$ cat src/hdl/iosw_pkg.sv
// shared constants and types for the io switch matrix with pwm
package iosw_pkg;
    localparam int unsigned NSRC  = 25;
    localparam int unsigned NDST  = 18;
    localparam int unsigned SEL_W = 5;
    localparam int unsigned NPWM  = 4;
    localparam int unsigned DUTY_W = 7;

    // select code meaning no source routed
    localparam logic [SEL_W-1:0] SEL_NONE = 5'h1F;

    // source indices
    localparam int unsigned SRC_IO_IN0     = 0;
    localparam int unsigned SRC_IO_RXD     = 4;
    localparam int unsigned SRC_TXD_UART1  = 5;
    localparam int unsigned SRC_STROBE0    = 6;
    localparam int unsigned SRC_STROBE1    = 7;
    localparam int unsigned SRC_PWM_A      = 8;
    localparam int unsigned SRC_PWM_B      = 9;
    localparam int unsigned SRC_EXPOSE     = 10;
    localparam int unsigned SRC_READOUT    = 11;
    localparam int unsigned SRC_SEQ_PULSEA = 12;
    localparam int unsigned SRC_PWM_C      = 13;
    localparam int unsigned SRC_PWM_D      = 14;
    localparam int unsigned SRC_SEQ_ACTIVE = 15;
    localparam int unsigned SRC_DEBOUNCE   = 16;
    localparam int unsigned SRC_PRESCALE   = 17;
    localparam int unsigned SRC_SEQ_PULSEB = 18;
    localparam int unsigned SRC_LOGIC      = 19;
    localparam int unsigned SRC_STROBE2    = 20;
    localparam int unsigned SRC_STROBE3    = 21;
    localparam int unsigned SRC_MFT_RXD    = 22;
    localparam int unsigned SRC_TRIG_FB    = 23;
    localparam int unsigned SRC_TXD_UART2  = 24;

    // destination indices
    localparam int unsigned DST_IO_OUT0    = 0;
    localparam int unsigned DST_IO_TXD     = 4;
    localparam int unsigned DST_RXD_UART1  = 5;
    localparam int unsigned DST_ACQ_TRIG   = 6;
    localparam int unsigned DST_SEQ_START  = 7;
    localparam int unsigned DST_DEBOUNCE   = 8;
    localparam int unsigned DST_PRESCALE   = 9;
    localparam int unsigned DST_LOGIC_A    = 10;
    localparam int unsigned DST_LOGIC_B    = 11;
    localparam int unsigned DST_MFT_TXD    = 12;
    localparam int unsigned DST_PULSE_TRIG0 = 13;
    localparam int unsigned DST_RXD_UART2  = 17;

    // pwm tick timing
    localparam int unsigned CLK_PERIOD_PS = 10000;
    localparam int unsigned PWM_TICK_PS   = 15000;
    localparam int unsigned ACC_W         = 16;
    localparam logic [ACC_W-1:0] ACC_STEP = 16'(CLK_PERIOD_PS);
    localparam logic [ACC_W-1:0] ACC_TICK = 16'(PWM_TICK_PS);
    localparam logic [DUTY_W-1:0] PCT_FULL = 7'h64;

    typedef struct packed {
        logic [SEL_W-1:0] sel;
        logic             inv;
        logic             force_hi;
    } iosw_route_t;

    typedef iosw_route_t [NDST-1:0] iosw_table_t;
    typedef logic [NPWM-1:0][DUTY_W-1:0] iosw_duty_t;

    localparam iosw_route_t ROUTE_DEFAULT = '{sel: SEL_NONE, inv: 1'b0, force_hi: 1'b0};
endpackage

$ cat src/hdl/io_switch_matrix_pwm.sv
// io switch matrix routing 25 sources to 18 destinations, with pwm definitions
// Operation
// - any source 0..24 may be routed to any destination 0..17
// - two routed lines feed the logic unit; its result returns as a source
// - pulse-loop 0,1 outputs are sources 6,7; units 2,3 are 20,21
// - sequencer first interval pulse is source 12, running flag source 15
// - sequencer pwm outputs a..d are sources 8, 9, 13, 14
// - sequencer second interval pulse, the pwm mask, is source 18
// - debounce is source 16, prescaler 17, logic unit 19
// - destinations 13..16 trigger pulse-loop units 0..3
// - destination 7 triggers the sequencer
// - destination 8 feeds the debounce filter
// - destination 9 feeds the prescaler
// - destinations 10 and 11 are logic unit operands a and b
// - destinations 0..3 drive open-drain outputs; unpopulated ones stay released
// - each line has a selectable inverter
// - each line has a force-high option
// - force-high plus inverter drives the line low
// - routing can be saved, reloaded, and reset to factory default
// - destination 6 drives the internal acquisition trigger
// - pwm period is period register times 15 ns, per interval
// - four channels hold per-interval duty percent setting high time
`timescale 1ns/1ps
module io_switch_matrix_pwm
    import iosw_pkg::*;
#(
    parameter int unsigned NUM_OD        = 4,
    parameter int unsigned NUM_INTERVALS = 16,
    parameter int unsigned PERIOD_W      = 16
)(
    // clock and reset
    input  wire logic                          clk_i,
    input  wire logic                          rst_i,
    // external pins (asynchronous)
    input  wire logic [3:0]                    io_in_i,
    input  wire logic                          io_rxd_i,
    input  wire logic                          mft_rxd_i,
    // on-chip sources
    input  wire logic                          txd_uart1_i,
    input  wire logic                          txd_uart2_i,
    input  wire logic [3:0]                    strobe_i,
    input  wire logic                          expose_i,
    input  wire logic                          readout_i,
    input  wire logic                          seq_pulse_a_i,
    input  wire logic                          seq_pulse_b_i,
    input  wire logic                          seq_active_i,
    input  wire logic                          debounce_out_i,
    input  wire logic                          prescale_out_i,
    input  wire logic                          logic_result_i,
    input  wire logic                          trigger_feedback_i,
    // routing configuration
    input  wire logic                          route_we_i,
    input  wire logic [SEL_W-1:0]              route_dst_i,
    input  wire iosw_route_t                   route_i,
    input  wire logic                          route_default_i,
    input  wire logic                          route_save_i,
    input  wire logic                          route_load_i,
    input  wire iosw_table_t                   nv_image_i,
    // pwm configuration
    input  wire logic                          pwm_we_i,
    input  wire logic [$clog2(NUM_INTERVALS)-1:0] interval_index_i,
    input  wire logic [PERIOD_W-1:0]           pwm_period_ticks_i,
    input  wire iosw_duty_t                    pwm_duty_percent_i,
    input  wire logic [$clog2(NUM_INTERVALS)-1:0] seq_interval_i,
    // routing state and storage
    output iosw_table_t                        route_table_o,
    output iosw_table_t                        nv_image_o,
    output logic                               nv_save_o,
    // destinations
    output logic [3:0]                         io_out_o,
    output logic [3:0]                         io_out_oe_o,
    output logic                               io_txd_o,
    output logic                               rxd_uart1_o,
    output logic                               rxd_uart2_o,
    output logic                               acq_trigger_o,
    output logic                               seq_start_input_o,
    output logic                               debounce_in_o,
    output logic                               prescale_in_o,
    output logic                               logic_a_o,
    output logic                               logic_b_o,
    output logic                               mft_txd_o,
    output logic [3:0]                         pulse_trig_o,
    // pwm outputs
    output logic                               seq_pwm_a,
    output logic                               seq_pwm_b,
    output logic                               seq_pwm_c,
    output logic                               seq_pwm_d
);
    localparam int unsigned IW = $clog2(NUM_INTERVALS);
    localparam int unsigned NSYNC = 6;

    if (NUM_OD < 1 || NUM_OD > 4)
        $error("NUM_OD must be 1..4");
    if (NUM_INTERVALS < 2 || (1 << IW) != NUM_INTERVALS)
        $error("NUM_INTERVALS must be a power of two");
    if (PERIOD_W < 2 || PERIOD_W > 24)
        $error("PERIOD_W must be 2..24");

    typedef struct packed {
        logic [NSYNC-1:0]                          sync1;
        logic [NSYNC-1:0]                          sync2;
        iosw_table_t                               table_r;
        iosw_table_t                               image;
        logic                                      save;
        logic [NDST-1:0]                           dst;
        logic [3:0]                                od_oe;
        logic [ACC_W-1:0]                          acc;
        logic                                      tick;
        logic [NUM_INTERVALS-1:0][PERIOD_W-1:0]    period;
        logic [NUM_INTERVALS-1:0][NPWM-1:0][DUTY_W-1:0] duty;
    } iosw_state_t;

    iosw_state_t st_q;
    iosw_state_t st_d;
    logic [NPWM-1:0] pwm;

    // pwm channels use the period and duty of the running interval
    for (genvar c = 0; c < NPWM; c++)
    begin : g_pwm
        iosw_pwm_chan #(
            .PERIOD_W (PERIOD_W)
        ) u_chan (
            .clk_i    (clk_i),
            .rst_i    (rst_i),
            .tick_i   (st_q.tick),
            .period_i (st_q.period[seq_interval_i]),
            .duty_i   (st_q.duty[seq_interval_i][c]),
            .pwm_o    (pwm[c])
        );
    end

    always_comb
    begin
        logic [NSRC-1:0]  src;
        logic [ACC_W-1:0] acc;
        logic             v;
        st_d = st_q;
        src  = '0;
        acc  = '0;
        v    = 1'b0;

        // pins are read only after two flops
        st_d.sync1 = {mft_rxd_i, io_rxd_i, io_in_i};
        st_d.sync2 = st_q.sync1;

        src[SRC_IO_IN0 +: 4]  = st_q.sync2[3:0];
        src[SRC_IO_RXD]       = st_q.sync2[4];
        src[SRC_MFT_RXD]      = st_q.sync2[5];
        src[SRC_TXD_UART1]    = txd_uart1_i;
        src[SRC_TXD_UART2]    = txd_uart2_i;
        src[SRC_STROBE0]      = strobe_i[0];
        src[SRC_STROBE1]      = strobe_i[1];
        src[SRC_STROBE2]      = strobe_i[2];
        src[SRC_STROBE3]      = strobe_i[3];
        src[SRC_PWM_A]        = pwm[0];
        src[SRC_PWM_B]        = pwm[1];
        src[SRC_PWM_C]        = pwm[2];
        src[SRC_PWM_D]        = pwm[3];
        src[SRC_EXPOSE]       = expose_i;
        src[SRC_READOUT]      = readout_i;
        src[SRC_SEQ_PULSEA]   = seq_pulse_a_i;
        src[SRC_SEQ_ACTIVE]   = seq_active_i;
        src[SRC_SEQ_PULSEB]   = seq_pulse_b_i;
        src[SRC_DEBOUNCE]     = debounce_out_i;
        src[SRC_PRESCALE]     = prescale_out_i;
        src[SRC_LOGIC]        = logic_result_i;
        src[SRC_TRIG_FB]      = trigger_feedback_i;

        // routing table updates; default outranks load, load outranks a write
        st_d.save = route_save_i;
        if (route_save_i)
            st_d.image = st_q.table_r;
        if (route_default_i)
        begin
            for (int d = 0; d < NDST; d++)
                st_d.table_r[d] = ROUTE_DEFAULT;
        end
        else if (route_load_i)
            st_d.table_r = nv_image_i;
        else if (route_we_i && (route_dst_i < SEL_W'(NDST)))
            st_d.table_r[route_dst_i] = route_i;

        // registered mux keeps reconfiguration glitch free on the pins
        for (int d = 0; d < NDST; d++)
        begin
            if (st_q.table_r[d].sel < SEL_W'(NSRC))
                v = src[st_q.table_r[d].sel];
            else
                v = 1'b0;
            if (st_q.table_r[d].force_hi)
                v = 1'b1;
            if (st_q.table_r[d].inv)
                v = ~v;
            st_d.dst[d] = v;
        end

        // open drain: pull low while the line is low, unpopulated ones released
        for (int i = 0; i < 4; i++)
            st_d.od_oe[i] = (i < NUM_OD) ? ~st_d.dst[DST_IO_OUT0 + i] : 1'b0;

        // 15 ns tick from a 10 ns clock by a phase accumulator; jitter one clock
        acc = ACC_W'(st_q.acc + ACC_STEP);
        st_d.tick = 1'b0;
        if (acc >= ACC_TICK)
        begin
            acc = ACC_W'(acc - ACC_TICK);
            st_d.tick = 1'b1;
        end
        st_d.acc = acc;

        if (pwm_we_i)
        begin
            st_d.period[interval_index_i] = pwm_period_ticks_i;
            st_d.duty[interval_index_i]   = pwm_duty_percent_i;
        end
    end

    always_ff @(posedge clk_i or posedge rst_i)
    begin
        if (rst_i)
        begin
            st_q <= '0;
            for (int d = 0; d < NDST; d++)
            begin
                st_q.table_r[d] <= ROUTE_DEFAULT;
                st_q.image[d]   <= ROUTE_DEFAULT;
            end
        end
        else
            st_q <= st_d;
    end

    assign route_table_o     = st_q.table_r;
    assign nv_image_o        = st_q.image;
    assign nv_save_o         = st_q.save;
    assign io_out_o          = 4'h0;
    assign io_out_oe_o       = st_q.od_oe;
    assign io_txd_o          = st_q.dst[DST_IO_TXD];
    assign rxd_uart1_o       = st_q.dst[DST_RXD_UART1];
    assign rxd_uart2_o       = st_q.dst[DST_RXD_UART2];
    assign acq_trigger_o     = st_q.dst[DST_ACQ_TRIG];
    assign seq_start_input_o = st_q.dst[DST_SEQ_START];
    assign debounce_in_o     = st_q.dst[DST_DEBOUNCE];
    assign prescale_in_o     = st_q.dst[DST_PRESCALE];
    assign logic_a_o         = st_q.dst[DST_LOGIC_A];
    assign logic_b_o         = st_q.dst[DST_LOGIC_B];
    assign mft_txd_o         = st_q.dst[DST_MFT_TXD];
    assign pulse_trig_o      = st_q.dst[DST_PULSE_TRIG0 +: 4];
    assign seq_pwm_a         = pwm[0];
    assign seq_pwm_b         = pwm[1];
    assign seq_pwm_c         = pwm[2];
    assign seq_pwm_d         = pwm[3];
endmodule

$ cat src/hdl/iosw_pwm_chan.sv
// one pwm channel: tick counter over the period with duty compare
`timescale 1ns/1ps
module iosw_pwm_chan
    import iosw_pkg::*;
#(
    parameter int unsigned PERIOD_W = 16
)(
    // clock and reset
    input  wire logic                clk_i,
    input  wire logic                rst_i,
    // timing
    input  wire logic                tick_i,
    input  wire logic [PERIOD_W-1:0] period_i,
    input  wire logic [DUTY_W-1:0]   duty_i,
    // output
    output logic                     pwm_o
);
    typedef struct packed {
        logic [PERIOD_W-1:0] cnt;
        logic                pwm;
    } iosw_chan_st_t;

    iosw_chan_st_t st_q;
    iosw_chan_st_t st_d;

    always_comb
    begin
        logic [DUTY_W-1:0]        duty;
        logic [PERIOD_W+DUTY_W-1:0] pos;
        logic [PERIOD_W+DUTY_W-1:0] lim;
        st_d = st_q;
        duty = (duty_i > PCT_FULL) ? PCT_FULL : duty_i;
        pos  = (PERIOD_W+DUTY_W)'(st_q.cnt) * (PERIOD_W+DUTY_W)'(PCT_FULL);
        lim  = (PERIOD_W+DUTY_W)'(period_i) * (PERIOD_W+DUTY_W)'(duty);
        if (tick_i)
        begin
            // period counted in 15 ns ticks
            if (PERIOD_W'(st_q.cnt + 1'b1) >= period_i)
                st_d.cnt = '0;
            else
                st_d.cnt = PERIOD_W'(st_q.cnt + 1'b1);
        end
        // high for duty percent of the period
        st_d.pwm = (pos < lim);
    end

    always_ff @(posedge clk_i or posedge rst_i)
    begin
        if (rst_i)
            st_q <= '0;
        else
            st_q <= st_d;
    end

    assign pwm_o = st_q.pwm;
endmodule

$ cat config.mk
export PLATFORM = sky130hd
export DESIGN_NAME = io_switch_matrix_pwm
export DESIGN_NICKNAME = d
export VERILOG_FILES = /design/src/hdl/iosw_pkg.sv /design/src/hdl/io_switch_matrix_pwm.sv /design/src/hdl/iosw_pwm_chan.sv
export SDC_FILE = /design/constraint.sdc
export NUM_CORES = 2
export LEC_CHECK = 0
export CAP_MARGIN = 20
export CORE_UTILIZATION = 50
export DETAILED_ROUTE_END_ITERATION = 16
export DONT_BUFFER_PORTS = 1
export SKIP_CTS_REPAIR_TIMING = 1
export SLEW_MARGIN = 30
export SYNTH_ARGS = -nofsm -noshare
export SYNTH_HDL_FRONTEND = slang
export SYNTH_SLANG_ARGS = --single-unit
$ cat constraint.sdc
create_clock -name clk_i -period 43.7 [get_ports clk_i]
set_input_delay 4.37 -clock clk_i [delete_from_list [all_inputs] [get_ports clk_i]]
set_output_delay 4.37 -clock clk_i [all_outputs]
set_load 0.01 [all_outputs]
==> impl_metrics.csv <==
group,metric,value,unit
power_and_ir_drop,internal_power,0.00324,W
cts,clkLatencyLatePin,0.78,ns
yosys,synth_edf_count,0,
yosys,ys_types,85,
timing,relSlewSlack,0.306,
drt,wl_met1,95700,um
final_layout,fill_cells,13362,
power_and_ir_drop,power,0.00563,W
timing,setup_viol,0,
final_layout,final_cell_mix,"dfrtp_1, mux2_2, inv_1",
timing,skew,0.0717,ns
job,cap_violations,0,
setup_path,path_class,"input pin to flop",
floorplan,rows,144,
timing,fmaxAchievable,81.2,MHz
final_layout,final_common_cell,"dfrtp_1",
grt,grt_max_degree,189,
drt,dr_total_vias,52132,
grt,grt_usage,0.283,
timing,tightest_slew,1.04,ns
power_and_ir_drop,p_clk_frac,0.180,
yosys,synthCells,6841,
drt,viasPerCell,6.11,
drt,drtAntennaViolNets,0,
timing,hold_viol_final,0,
timing,fin_crit_sh,0.282,
drt,wl_met2,100000,um
power_and_ir_drop,p_leak,36.8,nW
cts,numCtsBuffers,114,
placement,hpwl,151000,um
final_layout,syn_to_final_growth,4.88,%
cts,clkSlewWorstSetupHoldPaths,0.06,ns
cts,cts.htree.levels,3,
final_layout,nNetsFinal,7445,
setup_path,path_max_fanout,166,
timing,rsz0062_at_grt,"no",
cts,cts_tree,"done",
yosys,ys_ff_latch,1069,
floorplan,core-area,0.154,mm2
grt,grt_overflow,0,
yosys,ys_seq_area_frac,0.348,
drt,wl_met3,19900,um
setup_path,cp_slowest_cell,"nor2b_1",
setup_path,reg2reg_slack,35.18,ns
floorplan,die_width,396,um
drt,routed_wl,222000,um
floorplan,floorplan.initialDensity,0.503,
timing,min_period,12.32,ns
grt,antenna_found_initial,16,
yosys,async_flop_share,1.00,
yosys,synth-main-ff-cell,"dfrtp_1",
drt,drtIter0Drc,4129,
timing,maxSlewViolCount,0,
setup_path,cp-start-kind,"input pin",
drt,maxUsedRoutingLayer,"met5",
cts,root_buffer,"clkbuf_16",
drt,first_pass_iters,5,
grt,grt_pass1_wl,338000,um
run_status,status,"finished, final reports clean",
drt,wire_per_inst,26.1,um
floorplan,dieArea,0.157,mm2
yosys,syn_area,0.0775,mm2
power_and_ir_drop,p_comb_frac,0.580,
power_and_ir_drop,switching_share,0.424,
timing,tns,0,ns
drt,post-route-drc-count,0,
power_and_ir_drop,vdd_drop_max,0.0545,mV
setup_path,critical_path.max_stage_delay,0.80,ns
cts,clkSinkCount,1069,
floorplan,die_y,396,um
cts,clockBufferDepth,3,
setup_path,cp_common_cell,"fa_1",
final_layout,drive_gt1_frac,0.258,
setup_path,critPathRequiredTime,44.34,ns
grt,grt_pass1_vias,53147,
yosys,yosysWarningCount,0,
power_and_ir_drop,power_frac_seq,0.240,
setup_path,cp.arrival,12.96,ns
setup_path,worst_setup_path_end_kind,"flop",
power_and_ir_drop,power_switching,0.00239,W
placement,gp_congestion,0.933,
power_and_ir_drop,cellPowerDensity,69.3,mW/mm2
placement,dp_cells,8308,
final_layout,fin_cells,8531,
floorplan,io_pins,497,
min_path,hp-class,"flop to flop",
placement,portBuffers,0,
yosys,syn_area_per_cell,11.3,um2
==> flip-flops by register name (all words and copies together), names as in the netlist <==
register and cells:
acq_trigger_o 1, pulse_trig_o 4, io_out_oe_o 4, st_q 724
route_table_o 126, mft_txd_o 1, seq_start_input_o 1, g_pwm.u_chan.pwm_o 4
prescale_in_o 1, rxd_uart2_o 1, debounce_in_o 1, io_txd_o 1
nv_save_o 1, g_pwm.u_chan.st_q 64, nv_image_o 126, rxd_uart1_o 1
logic_a_o 1, st_d 6, logic_b_o 1
==> final cells by class <==
| class | count | area (um2) | share of cell area |
|---|---|---|---|
| Antenna cell | 10 | 25.0 | 0.000308 |
| Clock buffer | 169 | 3340 | 0.0411 |
| Clock inverter | 41 | 559 | 0.00688 |
| Inverter | 627 | 2360 | 0.0291 |
| Multi-Input combinational cell | 4491 | 44700 | 0.550 |
| Sequential cell | 1069 | 27000 | 0.332 |
| Tap cell | 2044 | 2560 | 0.0315 |
| Timing Repair Buffer | 80 | 787 | 0.00968 |
==> metal layers <==
| layer | vias to the layer above | track usage |
|---|---|---|
| met4 | 2 | 0.0808 |
| li1 | 22793 | - |
| met3 | 404 | 0.0791 |
| met2 | 1849 | 0.433 |
| met1 | 27084 | 0.392 |
| met5 | - | 0 |
==> critical path: cells and delay by family <==
kind	cells	cell delay [ns]
AOI/OAI and AO/OA	11	2.99
and+or+nand+nor	10	2.83
adders and majority gates	6	2.60
buffers and inverters	2	0.09
==> path summary, 6_finish.rpt <==
kind,from,to,cells past startpoint
worst max-delay path,seq_interval_i[1],g_pwm[2].u_chan.pwm_o,29
worst min-delay path,st_d[1001],st_q[1001],0
worst max register to register,st_q[321],g_pwm[1].u_chan.pwm_o,30
worst min register to register,st_d[1001],st_q[1001],0
max in group asynchronous,rst_i,st_d[1001],6
min in group asynchronous,rst_i,st_q[91],1
==> stage by stage <==
stage | instance area (um2) | setup slack [ns] | hold WS (ns) | util
after floorplan | 77500 | 9.54 | 0.331 | -
after global placement | 77100 | 31.09 | 0.336 | 0.501
after detailed placement | 77300 | 30.76 | 0.340 | 0.502
after CTS | 81200 | 31.56 | 0.354 | 0.527
after global routing | 81300 | 30.82 | 0.366 | 0.528
final | 81300 | 31.38 | 0.357 | 0.528
==> cells in the mapped netlist (14+ instances only) <==
master     count  area share
o21a_1        40      0.0039
a22o_1        29      0.0033
a221oi_1      28      0.0032
ha_1         524       0.085
or3_1         15      0.0012
buf_4        279       0.027
fa_1         320       0.083
nor3_1        71      0.0046
and3_1        29      0.0023
a31oi_1       19      0.0015
xnor2_1      142       0.016
mux2i_1       99       0.013
inv_1        622       0.030
a2bb2oi_1     75      0.0085
a211oi_1      60      0.0058
nor2_1       446       0.022
clkbuf_1     292       0.014
dfstp_2      180       0.061
nand2b_1     105      0.0085
buf_2         56      0.0036
nor2b_1       83      0.0067
o21ai_0      138      0.0089
nand2_1      317       0.015
xor2_1        76      0.0086
mux2_2       847        0.12
a21o_1        48      0.0046
mux4_2       303       0.088
and2_1        63      0.0051
a21oi_1      219       0.014
o22a_1        88      0.0099
dfrtp_1      889        0.29
nand4_1       31      0.0025
o211ai_1      17      0.0016
nand3_1       74      0.0048
buf_6         14      0.0020
buf_1         14     0.00068
==> power by group through the flow <==
stage          sequential [W]  clock (W)  combinational, W
6_report              0.00135    0.00101           0.00327
2_1_floorplan         0.00130          0           0.00260
3_3_place_gp          0.00136          0           0.00320
5_1_grt               0.00138    0.00107           0.00375
3_5_place_dp          0.00137          0           0.00326
4_1_cts               0.00135    0.00103           0.00330
==> cell families (layout without fill, tap and decap cells) <==
group	Yosys count	after routing	synth area share
xor+xnor	218	218	0.0246
mux	1249	1249	0.224
simple gates	1306	1306	0.0804
other cells	1	14	0.0000484
compound gates	870	870	0.0776
fa+ha+maj	844	844	0.167
flops	1069	1069	0.348
buf+inv	1284	917	0.0783
No activity file was read; power rests on OpenSTA's default activity.
